## config.mk

```make
export PLATFORM = sky130hd
export DESIGN_NAME = parameter_view_filter
export DESIGN_NICKNAME = d
export VERILOG_FILES = /design/src/design/parameter_view_filter.v
export VERILOG_INCLUDE_DIRS = /design/src /design/src/pkg
export SDC_FILE = /design/constraint.sdc
export NUM_CORES = 1
export LEC_CHECK = 0
export ABC_AREA = 1
export BUFFER_PORTS_ARGS = -buffer_cell sky130_fd_sc_hd__clkbuf_2
export CAP_MARGIN = 25
export CORE_MARGIN = 3
export CORE_UTILIZATION = 31
export CTS_CLUSTER_DIAMETER = 100
export CTS_CLUSTER_SIZE = 40
export DETAILED_ROUTE_END_ITERATION = 7
export PLACE_DENSITY_LB_ADDON = 0.2
export SETUP_SLACK_MARGIN = 0.05
export SKIP_LAST_GASP = 1
export SLEW_MARGIN = 20
export SYNTH_ARGS = -nofsm -noshare
export SYNTH_HDL_FRONTEND = slang
export SYNTH_SLANG_ARGS = --single-unit
```

## constraint.sdc

```tcl
create_clock -name clk_sys -period 7.55 [get_ports clk_sys]
set_input_delay 1.1325 -clock clk_sys [delete_from_list [all_inputs] [get_ports clk_sys]]
set_output_delay 1.1325 -clock clk_sys [all_outputs]
set_load 0.1 [all_outputs]
```

## src/pkg/param_view_consts.vh

```
// Contract
// Limit 0 both, 1 no reverse, 2 no forward
// Limit gates panel, unit, terminals, communication
// Select 9999: panel and unit see simple only
// Select 0: simple and extended both visible
// Select 1: only group members readable
// Group holds at most sixteen numbers
// Count read returns entries, read only
// Count write 9999 clears, others ignored
// Register write 0 to 999 adds number
// Delete write removes number from group
// Register/delete read 9999; writing 9999 idle
// Protect, select, contrast always readable
// Numbers 77, 160, 172-174 never registered
// Option-card reads bypass the filter
// Serial bypass depends on source selections
// Fitted plug-in option parameters readable
// Unit attached: 15, 16, 991 count simple
// Full group or duplicate leaves group unchanged
`ifndef PARAM_VIEW_CONSTS_VH
`define PARAM_VIEW_CONSTS_VH
`define PV_NUM_W 10
`define PV_DATA_W 16
`define PV_GROUP_DEPTH 16
`define PV_IDX_W 4
`define PV_CNT_W 5
`define PV_CNT_FULL 5'h10
`define PV_NUM_MAX 16'h03E7
`define PV_NONE 16'h270F
// Parameter numbers
`define PN_JOG_FREQ 10'h00F
`define PN_JOG_TIME 10'h010
`define PN_WRITE_PROTECT 10'h04D
`define PN_ROT_LIMIT 10'h04E
`define PN_VIS_SELECT 10'h0A0
`define PN_GROUP_COUNT 10'h0AC
`define PN_GROUP_REG 10'h0AD
`define PN_GROUP_DEL 10'h0AE
`define PN_CONTRAST 10'h3DF
// Setting values
`define ROT_BOTH 16'h0000
`define ROT_NO_REV 16'h0001
`define ROT_NO_FWD 16'h0002
`define VIS_ALL 16'h0000
`define VIS_GROUP 16'h0001
`define VIS_SIMPLE 16'h270F
`define PANEL_SRC_PU 16'h0002
`define NET_SRC_SERIAL 16'h0001
`define NET_SRC_AUTO 16'h270F
// Access sources
`define SRC_PANEL 2'h0
`define SRC_UNIT 2'h1
`define SRC_SERIAL 2'h2
`define SRC_OPTION 2'h3
// Command source lanes: panel keys, unit keys, terminals, communication
`define CMD_LANES 4
`endif

```

## src/design/parameter_view_filter.v

```verilog
`timescale 1ns/100ps
`include "param_view_consts.vh"
module parameter_view_filter (
    input wire clk_sys,
    input wire rst_b,
    input wire accValid,
    input wire accWrite,
    input wire [1:0] accSource,
    input wire [`PV_NUM_W-1:0] accNum,
    input wire [`PV_DATA_W-1:0] accData,
    input wire paramIsSimple,
    input wire paramIsOption,
    input wire optionFitted,
    input wire commOptionCard,
    input wire parameterUnitAttached,
    input wire [`PV_DATA_W-1:0] netCommandSourceSelect,
    input wire [`PV_DATA_W-1:0] panelCommandSourceSelect,
    input wire [`CMD_LANES-1:0] fwdCmd,
    input wire [`CMD_LANES-1:0] revCmd,
    output reg respValid_r,
    output reg respGranted_r,
    output reg respHere_r,
    output reg [`PV_DATA_W-1:0] respData_r,
    output reg [`CMD_LANES-1:0] fwdRunOk_r,
    output reg [`CMD_LANES-1:0] revRunOk_r,
    output reg [`PV_DATA_W-1:0] rotationDirectionLimit_r,
    output reg [`PV_DATA_W-1:0] readVisibilitySelect_r,
    output reg [`PV_CNT_W-1:0] groupCount_r
);

    function isAlwaysReadable;
        input [`PV_NUM_W-1:0] n;
        begin
            isAlwaysReadable = (n == `PN_WRITE_PROTECT) || (n == `PN_VIS_SELECT) ||
                               (n == `PN_CONTRAST);
        end
    endfunction

    function isBarredFromGroup;
        input [`PV_NUM_W-1:0] n;
        begin
            isBarredFromGroup = (n == `PN_WRITE_PROTECT) || (n == `PN_VIS_SELECT) ||
                                (n == `PN_GROUP_COUNT) || (n == `PN_GROUP_REG) ||
                                (n == `PN_GROUP_DEL);
        end
    endfunction

    function isOwnParam;
        input [`PV_NUM_W-1:0] n;
        begin
            isOwnParam = (n == `PN_ROT_LIMIT) || (n == `PN_VIS_SELECT) ||
                         (n == `PN_GROUP_COUNT) || (n == `PN_GROUP_REG) ||
                         (n == `PN_GROUP_DEL);
        end
    endfunction

    function isValidLimit;
        input [`PV_DATA_W-1:0] v;
        begin
            isValidLimit = (v == `ROT_BOTH) || (v == `ROT_NO_REV) || (v == `ROT_NO_FWD);
        end
    endfunction

    // Other select codes are refused so the filter never sees an undefined mode
    function isValidSelect;
        input [`PV_DATA_W-1:0] v;
        begin
            isValidSelect = (v == `VIS_ALL) || (v == `VIS_GROUP) || (v == `VIS_SIMPLE);
        end
    endfunction

    // Serial reads skip the filter only for two pairings of source selections
    function serialBypass;
        input [`PV_DATA_W-1:0] panelSel;
        input [`PV_DATA_W-1:0] netSel;
        input commCard;
        begin
            serialBypass = (panelSel == `PANEL_SRC_PU) &&
                           ((netSel == `NET_SRC_SERIAL) ||
                            ((netSel == `NET_SRC_AUTO) && !commCard));
        end
    endfunction

    reg [`PV_NUM_W-1:0] slotNum_r [0:`PV_GROUP_DEPTH-1];
    reg [`PV_GROUP_DEPTH-1:0] slotUsed_r;

    // Match on the requested read number and on the written value
    wire [`PV_NUM_W-1:0] dataNum = accData[`PV_NUM_W-1:0];
    wire dataInRange = (accData <= `PV_NUM_MAX);
    wire [`PV_GROUP_DEPTH-1:0] hitAcc;
    wire [`PV_GROUP_DEPTH-1:0] hitData;
    genvar g;
    generate
        for (g = 0; g < `PV_GROUP_DEPTH; g = g + 1) begin : gMatch
            assign hitAcc[g] = slotUsed_r[g] && (slotNum_r[g] == accNum);
            assign hitData[g] = slotUsed_r[g] && (slotNum_r[g] == dataNum);
        end
    endgenerate

    // Lowest free slot; group full shows as freeFound low
    reg freeFound;
    reg [`PV_IDX_W-1:0] freeIdx;
    integer i;
    always @* begin
        freeFound = 1'b0;
        freeIdx = {`PV_IDX_W{1'b0}};
        for (i = `PV_GROUP_DEPTH - 1; i >= 0; i = i - 1) begin
            if (!slotUsed_r[i]) begin
                freeFound = 1'b1;
                freeIdx = i[`PV_IDX_W-1:0];
            end
        end
    end

    // Filter bypass decision per source
    reg bypass;
    always @* begin
        case (accSource)
            `SRC_OPTION: bypass = 1'b1;
            `SRC_SERIAL: begin
                bypass = serialBypass(panelCommandSourceSelect, netCommandSourceSelect,
                                      commOptionCard);
            end
            default: bypass = 1'b0;
        endcase
    end

    // Unit attached promotes jog and contrast to simple
    wire simpleEff = paramIsSimple || (parameterUnitAttached &&
                     ((accNum == `PN_JOG_FREQ) || (accNum == `PN_JOG_TIME) ||
                      (accNum == `PN_CONTRAST)));
    // Option parameters exist only with the option fitted
    wire existsHere = !paramIsOption || optionFitted;

    reg readOk;
    always @* begin
        if (!existsHere) begin
            readOk = 1'b0;
        end else if (bypass || isAlwaysReadable(accNum)) begin
            readOk = 1'b1;
        end else begin
            case (readVisibilitySelect_r)
                `VIS_SIMPLE: readOk = simpleEff || paramIsOption;
                `VIS_GROUP: readOk = |hitAcc;
                default: readOk = 1'b1;
            endcase
        end
    end

    reg [`PV_DATA_W-1:0] ownData;
    always @* begin
        case (accNum)
            `PN_ROT_LIMIT: ownData = rotationDirectionLimit_r;
            `PN_VIS_SELECT: ownData = readVisibilitySelect_r;
            `PN_GROUP_COUNT: ownData = {{(`PV_DATA_W-`PV_CNT_W){1'b0}}, groupCount_r};
            `PN_GROUP_REG: ownData = `PV_NONE;
            `PN_GROUP_DEL: ownData = `PV_NONE;
            default: ownData = {`PV_DATA_W{1'b0}};
        endcase
    end

    // Write decoding
    wire wrStrobe = accValid && accWrite;
    wire wrLimit = wrStrobe && (accNum == `PN_ROT_LIMIT) && isValidLimit(accData);
    wire wrVis = wrStrobe && (accNum == `PN_VIS_SELECT) && isValidSelect(accData);
    wire wrClear = wrStrobe && (accNum == `PN_GROUP_COUNT) && (accData == `PV_NONE);
    // Each refusal reason kept apart; any one of them leaves the group as it was
    wire addBarred = isBarredFromGroup(dataNum);
    wire addDuplicate = |hitData;
    wire addRoom = freeFound;
    wire wrAdd = wrStrobe && (accNum == `PN_GROUP_REG) && dataInRange &&
                 !addBarred && !addDuplicate && addRoom;
    wire wrDel = wrStrobe && (accNum == `PN_GROUP_DEL) && dataInRange &&
                 (|hitData);
    // 9999 to register or delete is accepted but idle
    wire wrIdle = wrStrobe && ((accNum == `PN_GROUP_REG) || (accNum == `PN_GROUP_DEL)) &&
                  (accData == `PV_NONE);
    wire wrOk = wrLimit || wrVis || wrClear || wrAdd || wrDel || wrIdle;

    reg [`PV_DATA_W-1:0] rotationDirectionLimit_nxt;
    reg [`PV_DATA_W-1:0] readVisibilitySelect_nxt;
    always @* begin
        rotationDirectionLimit_nxt = rotationDirectionLimit_r;
        readVisibilitySelect_nxt = readVisibilitySelect_r;
        if (wrLimit) begin
            rotationDirectionLimit_nxt = accData;
        end
        if (wrVis) begin
            readVisibilitySelect_nxt = accData;
        end
    end

    always @(posedge clk_sys or negedge rst_b) begin
        if (!rst_b) begin
            rotationDirectionLimit_r <= `ROT_BOTH;
            readVisibilitySelect_r <= `VIS_ALL;
        end else begin
            rotationDirectionLimit_r <= rotationDirectionLimit_nxt;
            readVisibilitySelect_r <= readVisibilitySelect_nxt;
        end
    end

    // One-hot load of the chosen free slot
    wire [`PV_GROUP_DEPTH-1:0] slotLoad;
    generate
        for (g = 0; g < `PV_GROUP_DEPTH; g = g + 1) begin : gLoad
            assign slotLoad[g] = wrAdd && (freeIdx == g);
        end
    endgenerate

    // Deletes leave holes; registration reuses the lowest hole
    reg [`PV_GROUP_DEPTH-1:0] slotUsed_nxt;
    reg [`PV_CNT_W-1:0] groupCount_nxt;
    always @* begin
        slotUsed_nxt = slotUsed_r;
        groupCount_nxt = groupCount_r;
        if (wrClear) begin
            slotUsed_nxt = {`PV_GROUP_DEPTH{1'b0}};
            groupCount_nxt = {`PV_CNT_W{1'b0}};
        end else if (wrAdd) begin
            slotUsed_nxt = slotUsed_r | slotLoad;
            groupCount_nxt = groupCount_r + 1'b1;
        end else if (wrDel) begin
            slotUsed_nxt = slotUsed_r & ~hitData;
            groupCount_nxt = groupCount_r - 1'b1;
        end
    end

    always @(posedge clk_sys or negedge rst_b) begin
        if (!rst_b) begin
            slotUsed_r <= {`PV_GROUP_DEPTH{1'b0}};
            groupCount_r <= {`PV_CNT_W{1'b0}};
        end else begin
            slotUsed_r <= slotUsed_nxt;
            groupCount_r <= groupCount_nxt;
        end
    end

    generate
        for (g = 0; g < `PV_GROUP_DEPTH; g = g + 1) begin : gSlot
            always @(posedge clk_sys or negedge rst_b) begin
                if (!rst_b) begin
                    slotNum_r[g] <= {`PV_NUM_W{1'b0}};
                end else if (slotLoad[g]) begin
                    slotNum_r[g] <= dataNum;
                end
            end
        end
    endgenerate

    // Granted, here and data fields hold their last value between requests
    reg respGranted_nxt;
    reg respHere_nxt;
    reg [`PV_DATA_W-1:0] respData_nxt;
    always @* begin
        respGranted_nxt = respGranted_r;
        respHere_nxt = respHere_r;
        respData_nxt = respData_r;
        if (accValid) begin
            respHere_nxt = isOwnParam(accNum);
            if (accWrite) begin
                respGranted_nxt = wrOk;
                respData_nxt = {`PV_DATA_W{1'b0}};
            end else begin
                respGranted_nxt = readOk;
                // Only parameters held here have data to return
                respData_nxt = (readOk && respHere_nxt) ? ownData : {`PV_DATA_W{1'b0}};
            end
        end
    end

    always @(posedge clk_sys or negedge rst_b) begin
        if (!rst_b) begin
            respValid_r <= 1'b0;
            respGranted_r <= 1'b0;
            respHere_r <= 1'b0;
            respData_r <= {`PV_DATA_W{1'b0}};
        end else begin
            respValid_r <= accValid;
            respGranted_r <= respGranted_nxt;
            respHere_r <= respHere_nxt;
            respData_r <= respData_nxt;
        end
    end

    // Same limit applies to every command lane, whatever its source
    wire fwdBlocked = (rotationDirectionLimit_r == `ROT_NO_FWD);
    wire revBlocked = (rotationDirectionLimit_r == `ROT_NO_REV);
    wire [`CMD_LANES-1:0] fwdRunOk_nxt;
    wire [`CMD_LANES-1:0] revRunOk_nxt;
    generate
        for (g = 0; g < `CMD_LANES; g = g + 1) begin : gLane
            assign fwdRunOk_nxt[g] = fwdCmd[g] && !fwdBlocked;
            assign revRunOk_nxt[g] = revCmd[g] && !revBlocked;
        end
    endgenerate

    always @(posedge clk_sys or negedge rst_b) begin
        if (!rst_b) begin
            fwdRunOk_r <= {`CMD_LANES{1'b0}};
            revRunOk_r <= {`CMD_LANES{1'b0}};
        end else begin
            fwdRunOk_r <= fwdRunOk_nxt;
            revRunOk_r <= revRunOk_nxt;
        end
    end

endmodule

```

==> key figures, run 1 <==
Status
  • Status: complete, no violations

Synth
  • Ys async rst share: 1.00
  • Yosys top cell area share: 0.390
  • Synthesized cell area: ~15000 µm²
  • FF+latch count, synth: 240
  • Mean Syn Cell Area: slightly below 7 µm²
  • Syn nets: between 2000 and 2500
  • Synth Warn #: 0
  • Syn Inst Count: ~2300
  • Most used DFF post-synth: dfrtp_1
  • Library cells used by synthesis: between 40 and 50
  • Yosys top cell by area: dfrtp_1
  • Number of flops mapped to enable cells by yosys: 0
  • Top cells by area, synth: dfrtp_1, nand2_1, inv_1, nor2_1, nand4_1
  • Register area share after synthesis: 0.390

Placed design
  • Final GP Congestion: 0.915
  • Placed Cells: ~3000
  • HPWL Detailed: 39.0 mm
  • Placed Area: ~16000 µm²
  • Number of port buffers: 140

Clocking
  • TritonCTS Sinks: 240
  • Hold_buf cts: 0
  • Longest Clk Path Bufs: 3
  • Htree depth: 1
  • Clock-pin transition on the worst setup and hold timing paths: 110 ps
  • Number of setup buffers added after CTS: 0
  • Skew-Pair Late Insertion Delay: 530 ps
  • CTS tree: built
  • Post-cts resize count: 0
  • Root Buffer: clkbuf_16
  • CTS Buf Count: 14

Setup path
  • CP required: ~8000 ps
  • Reg2reg start: slotUsed_r[2]
  • Crit path launch: accData[2]
  • Reg2reg path depth: 13
  • Worst setup EP type: flop
  • Startpoint types: input port
  • Worst R2R End: slotNum_r[80]
  • R2r setup slk: between 4000 and 5000 ps
  • Kind of critical path: in2reg
  • CP endpoint: slotNum_r[80]
  • Worst path arrival time: a little under 5000 ps
  • CP Max Fanout: 26

Cells and area
  • Final Cell Area: 17100 µm²
  • Final Core Density: 0.348
  • Area delta synth->final: 10.7%
  • Final net count: 2412
  • Final Non-Filler Cells: ~3000
  • Most common cell after layout, fill and taps aside: nand2_1
  • Most frequent cells in the layout: nand2_1, dfrtp_1, inv_1, nor2_1, clkbuf_2
  • Layout cells sized above 1: 0.0953

Global route
  • Gr usage total: 0.222
  • Initial antenna violation count: 1
  • Largest net degree at the start of global routing: 124
  • Met2 Resource Use GR: 0.365
  • Met3 Use GR: 0.0356
  • M1 GR Usage: 0.303
  • Gr busiest metal: met2
  • Vias in the first global route: 14600
  • First-pass GRT wire length: between 90 and 100 mm
  • Remaining global-route overflow: 0

Run
  • Max cap viols: 0

Detailed routing
  • Total Routed Length: about 60 mm
  • Via count: 15400
  • Via/cell ratio: approximately 5
  • Drt first-iter violations: approximately 1700
  • Post-route ant nets: 0
  • DRT Pass-1 Iters: 6
  • Wire per inst: 19.7 µm
  • DRC: 0

Floorplan
  • Die X-Extent: 229 µm
  • IO Pins: 141
  • Placeable Area: ~49000 µm²
  • Height of the die: ~230 µm
  • Std cell rows: 81
  • Initial cell density of the core: 0.314
  • Die ar.: between 50000 and 60000 µm²

STA
  • Fin. max-slew vios: 0
  • Final period util: 0.582
  • Post-Route Skew: approximately 23 ps
  • RSZ-0062 raised after global routing: false
  • Count of final hold-check violations: 0
  • Setup TNS: 0 ps
  • WHS: about 500 ps
  • Slew @ Worst Pin: roughly 1000 ps
  • Final setup violating endpoints: 0
  • Slew Limit Headroom: 0.318
  • Fmax achieved: roughly 0.23 GHz
  • Minimum clock period: ~4400 ps

Pwr
  • Peak VDD IR: slightly above 0.1 mV
  • P_leak: 8.44 nW
  • Pwr Density: about 150 nW/µm²

Hold path
  • Worst hold path class: reg2reg
[worst max-delay path, stage by stage]
cell,delay (ps)
clkbuf_2,680
inv_2,510
or2_2,410
nand4_1,80
nor2_1,70
nand3_1,90
nand2_1,90
nor2_1,90
nand2_1,110
nor2_4,190
nand2_4,240
inv_4,140
nand2_2,120
nor2_2,630
nand2_1,100
o21ai_1,110
[kinds of logic after synthesis]
group	share of synthesized area
xor+xnor	0.0563
flops	0.390
compound gates	0.0930
buf+inv	0.0938
simple gates	0.363
fa+ha+maj	0.00374
[worst min-delay path by stage]
stage                     cells after the start  slack [ps]           start             end
after floorplan                               2         460  slotNum_r[151]  slotNum_r[151]
after global placement                        2         470  respData_r[13]  respData_r[13]
after detailed placement                      2         470  respData_r[15]  respData_r[15]
after CTS                                     2         500  respData_r[11]  respData_r[11]
after global routing                          2         510  respData_r[13]  respData_r[13]
final                                         2         500  respData_r[11]  respData_r[11]
[power by group]
| part | internal (mW) | total, mW | switching, mW | leakage (nW) |
|---|---|---|---|---|
| registers | 1.29 | 1.29 | 0.00134 | 2.82 |
| logic | 0.0756 | 0.316 | 0.241 | 5.38 |
| clock network | 0.409 | 0.931 | 0.522 | 0.240 |
| total | 1.77 | 2.54 | 0.764 | 8.44 |
[state kept, by name (all words and copies together), names as in the netlist, 4 cells and up]
| signal | flops |
|---|---|
| rotationDirectionLimit_r | 16 |
| slotUsed_r | 16 |
| revRunOk_r | 4 |
| fwdRunOk_r | 4 |
| readVisibilitySelect_r | 16 |
| groupCount_r | 5 |
| respData_r | 16 |
| slotNum_r | 160 |
[cells in the mapped netlist, types with 2 or more instances]
| cell type | instances |
|---|---|
| buf_1 | 5 |
| nor4_1 | 11 |
| xnor2_1 | 30 |
| o2111ai_1 | 4 |
| o21bai_1 | 3 |
| ha_1 | 3 |
| nand2_4 | 2 |
| nor2_1 | 204 |
| o211ai_1 | 15 |
| xor2_1 | 69 |
| o22ai_1 | 14 |
| buf_6 | 3 |
| or2_1 | 2 |
| clkinv_1 | 7 |
| nor2_2 | 5 |
| or2_2 | 11 |
| o221ai_1 | 5 |
| a31oi_1 | 2 |
| inv_1 | 206 |
| or2_0 | 10 |
| inv_2 | 7 |
| buf_4 | 15 |
| o21ai_1 | 80 |
| dfrtp_1 | 240 |
| and3_1 | 3 |
| nand3b_1 | 3 |
| o21ai_0 | 109 |
| nor2_4 | 3 |
| nand2_1 | 835 |
| a21oi_1 | 23 |
| nand4_1 | 98 |
| buf_2 | 54 |
| nor3_1 | 28 |
| nand3_1 | 107 |
| clkbuf_1 | 47 |
[through the flow]
stage          setup WS (ps)  power, mW
2_1_floorplan           3980       1.48
3_3_place_gp            2610       1.62
3_5_place_dp            2550       1.62
4_1_cts                 3090       2.56
5_1_grt                 2890       2.63
6_report                3160       2.54
[per-layer routing]
metal	share of wire	wire, µm	up-vias
li1	-	-	7349
met5	0	0	-
met4	0.025	1460	0
met1	0.44	25900	7356
met3	0.076	4490	101
met2	0.46	27300	549
[layout make-up]
class,count,area [µm²]
antenna,1,2.50
clock buffer,17,403
clock inverter,7,86.3
fill,5362,32000
inverter,221,832
multi-input combinational,1692,7960
sequential,240,6010
tap,664,831
timing repair buffer,162,928
Power figures use the tool's default switching activity.
==> run 2, diff against run 1 <==
ABC_AREA = 0   (was 1)
clock period = 3.8 ns   (was 7.55 ns; I/O delays follow)
==> run 2 against run 1 <==
  * Die area is 8.5% lower
  * Total power up 100%
  * Sequential power rose by 98%
  * First-iteration DRC count fell by 56%
  * Worst hold slack lost 490 ps
  * Clock power up 110%
  * Combinational power grew 100%
  * Clock-buffer cell count did not move
  * Worst setup slack got worse by 2600 ps
  * Via count down 31%
  * Sequential share of layout area rose by 0.40 points
  * Largest cell class unchanged
==> key figures, run 2 <==
STA
  • PnR worst setup slack: 539 ps (was 3160 ps)
  • Count of final hold-check violations: 0 (unchanged)
  • Post-Route Skew: 14.1 ps (was 22.7 ps)
  • WHS: 9.29 ps (was 498 ps)
  • Fin. max-slew vios: 0 (unchanged)
  • Final period util: 0.858
  • Slew Limit Headroom: 0.402 (was 0.318)
  • Minimum clock period: about 3300 ps
  • Slew @ Worst Pin: 888 ps (was 1020 ps)
  • Fmax achieved: ~0.31 GHz
  • Final setup violating endpoints: 0 (unchanged)
  • RSZ-0062 raised after global routing: false (unchanged)

Global route
  • Largest net degree at the start of global routing: 82 (was 124)
  • First-pass GRT wire length: 68.8 mm (was 90.1 mm)
  • Gr usage total: 0.186 (was 0.222)
  • Remaining global-route overflow: 0 (unchanged)
  • Initial antenna violation count: 0 (was 1)
  • Vias in the first global route: 10800 (was 14600)

Floorplan
  • IO Pins: 141 (unchanged)
  • Placeable Area: 44500 µm² (was 49100 µm²)
  • Die ar.: 47900 µm² (was 52400 µm²)
  • Height of the die: 219 µm (was 229 µm)
  • Std cell rows: 77 (was 81)
  • Initial cell density of the core: 0.316 (was 0.314)
  • Die X-Extent: 219 µm (was 229 µm)

Cells and area
  • Layout cells sized above 1: 0.321 (was 0.0953)
  • Area delta synth->final: 20.0% (was 10.7%)
  • Most frequent cells in the layout: xnor2_1, dfrtp_1, mux2_2, clkbuf_2, buf_4 (was nand2_1, dfrtp_1, inv_1, nor2_1, clkbuf_2)
  • Final Cell Area: 16900 µm² (was 17100 µm²)
  • Final net count: 1551 (was 2412)
  • Number of flip-flops in the largest register: 160 (unchanged)
  • Most common cell after layout, fill and taps aside: xnor2_1 (was nand2_1)
  • Final Non-Filler Cells: 2070 (was 3004)
  • Antenna cells: 0 (was 1)
  • Area of the multi-input gates: 7500 µm² (was 7960 µm²)
  • Fillcell total: 4456 (was 5362)
  • Biggest register: slotNum_r (unchanged)
  • Flip-flop and latch area: 6010 µm² (unchanged)

Status
  • Status: complete, no violations (unchanged)

Synth
  • Ys async rst share: 1.00 (unchanged)
  • Yosys top cell by area: dfrtp_1 (unchanged)
  • Most frequent cell after synthesis: xnor2_1 (was nand2_1)
  • Mean Syn Cell Area: 10.9 µm² (was 6.76 µm²)
  • Most frequent cells after synthesis: xnor2_1, dfrtp_1, mux2_2, nand4_1, nor4_1 (was nand2_1, dfrtp_1, inv_1, nor2_1, o21ai_0)
  • Top cells by area, synth: dfrtp_1, xnor2_1, mux2_2, nand4_1, xor2_1 (was dfrtp_1, nand2_1, inv_1, nor2_1, nand4_1)
  • Most used DFF post-synth: dfrtp_1 (unchanged)
  • Synth Warn #: 0 (unchanged)
  • Synthesized cell area: 14100 µm² (was 15400 µm²)
  • Library cells used by synthesis: 59 (was 49)
  • Number of flops mapped to enable cells by yosys: 0 (unchanged)
  • Yosys top cell area share: 0.427 (was 0.390)
  • Syn Inst Count: 1287 (was 2277)
  • Register area share after synthesis: 0.427 (was 0.390)
  • Syn nets: 1368 (was 2358)
  • FF+latch count, synth: 240 (unchanged)

Setup path
  • Worst setup EP type: flop (unchanged)
  • Max stage delay on crit path: 490 ps (was 680 ps)
  • Critical-path top delay cell: nor3_1 (was clkbuf_2)
  • Kind of critical path: in2reg (unchanged)
  • Crit path launch: accData[9] (was accData[2])
  • Startpoint types: input port (unchanged)
  • Worst path arrival time: 3680 ps (was 4840 ps)
  • R2r setup slk: 540 ps (was 4570 ps)
  • CP Max Fanout: 17 (was 26)
  • Reg2reg path depth: 13 (unchanged)
  • CP endpoint: groupCount_r[4] (was slotNum_r[80])
  • Worst R2R End: groupCount_r[4] (was slotNum_r[80])
  • Reg2reg start: slotUsed_r[13] (was slotUsed_r[2])
  • CP required: 4220 ps (was 8000 ps)
  • Critical Path, Cell by Cell: clkbuf_2, buf_12, xnor2_1, nand4_1, nor3_1, a2111oi_0, buf_4, nand4_1, and2b_2, inv_1, ha_1, a21o_1, a21o_1, and3_1, mux2i_1, nand2_1 (was clkbuf_2, inv_2, or2_2, nand4_1, nor2_1, nand3_1, nand2_1, nor2_1, nand2_1, nor2_4, nand2_4, inv_4, nand2_2, nor2_2, nand2_1, o21ai_1)

Placed design
  • Pre-CTS setup slack: 26.3 ps (was 2550 ps)
  • HPWL Detailed: 32.4 mm (was 39.0 mm)
  • Placed Cells: 2046 (was 2977)
  • Placed Area: 16300 µm² (was 16500 µm²)
  • Final GP Congestion: 0.881 (was 0.915)
  • Number of port buffers: 140 (unchanged)

Clocking
  • Number of setup buffers added after CTS: 0 (unchanged)
  • Clock-pin transition on the worst setup and hold timing paths: 120 ps (was 110 ps)
  • CTS tree: built (unchanged)
  • Post-cts resize count: 0 (unchanged)
  • Hold_buf cts: 0 (unchanged)
  • Skew-Pair Late Insertion Delay: 510 ps (was 530 ps)
  • Longest Clk Path Bufs: 3 (unchanged)
  • Root Buffer: clkbuf_16 (unchanged)
  • CTS Buf Count: 14 (unchanged)
  • Htree depth: 1 (unchanged)
  • TritonCTS Sinks: 240 (unchanged)

Detailed routing
  • Wire per inst: 21.8 µm (was 19.7 µm)
  • Post-route ant nets: 0 (unchanged)
  • DRT Pass-1 Iters: 7 (was 6)
  • Via/cell ratio: 5.13 (was 5.11)
  • Via count: 10600 (was 15400)
  • Drt first-iter violations: 738 (was 1663)
  • DRC: 0 (unchanged)
  • Total Routed Length: 45.2 mm (was 59.2 mm)

Pwr
  • P_leak: 7.29 nW (was 8.44 nW)
  • Peak VDD IR: 0.206 mV (was 0.103 mV)
  • Pwr Density: 305 nW/µm² (was 149 nW/µm²)

Hold path
  • Worst hold path class: in2async (was reg2reg)

Run
  • Max cap viols: 0 (unchanged)
[run 2: cell count changes after synthesis, moves of 26 or more]
cell	change
nor2b_1	+27
xnor2_1	+250
nor2_1	-186
xor2_1	-26
nand2_1	-799
o21ai_0	-94
o21ai_1	-79
nand3_1	-89
mux2_2	+170
nor4_1	+35
inv_1	-175
[run 2: metrics by stage]
stage / TNS (ps) / utilization / power (mW)
floorplan: 0 / - / 2.95
global placement: -22.0 / 0.367 / 3.25
detailed placement: 0 / 0.367 / 3.25
CTS: 0 / 0.379 / 5.20
global route: 0 / 0.379 / 5.32
finish: 0 / 0.379 / 5.14
[run 2: worst max-delay path, delay by kind of cell]
family          cells  cell delay, ps
fa+ha+maj           1             270
compound gates      3             570
xor+xnor            1             230
mux                 1             120
buf+inv             4             670
simple gates        6            1250
[run 2: area by class of cell]
| class | count | area share |
|---|---|---|
| Multi-Input combinational cell | 922 | 0.445 |
| Clock inverter | 7 | 0.00750 |
| Clock buffer | 17 | 0.0239 |
| Tap cell | 592 | 0.0439 |
| Timing Repair Buffer | 261 | 0.117 |
| Sequential cell | 240 | 0.356 |
| Inverter | 31 | 0.00690 |
[run 2: logic make-up (layout without fill, tap and decap cells)]
family | after synthesis | count (layout) | synth area share
DFF | 240 | 240 | 0.427
adders and majority gates | 4 | 4 | 0.00410
and+or+nand+nor | 314 | 314 | 0.133
muxes | 176 | 176 | 0.141
xor gates and xnor gates | 323 | 323 | 0.201
buffers and inverters | 125 | 316 | 0.0410
AOI/OAI and AO/OA | 105 | 105 | 0.0524
[run 2: worst min-delay path by stage]
stage | end | start | depth (start not counted)
after floorplan | fwdRunOk_r[0] | rst_b | 0
after global placement | respData_r[5] | respData_r[5] | 2
after detailed placement | respData_r[5] | respData_r[5] | 2
after CTS | fwdRunOk_r[0] | rst_b | 1
after global routing | fwdRunOk_r[0] | rst_b | 1
final | fwdRunOk_r[0] | rst_b | 1
[run 2: metal layers]
metal	global-route usage	wire length (µm)	share of wire
met1	0.259	20900	0.46
met5	0	0	0
met2	0.312	21100	0.47
met4	0.0367	885	0.020
met3	0.0238	2280	0.051
[run 2: power breakdown]
part	internal, mW	total, mW	switching (mW)
Clock	0.930	1.94	1.01
Sequential	2.56	2.56	0.00280
Combinational	0.235	0.636	0.401
Total	3.72	5.14	1.41
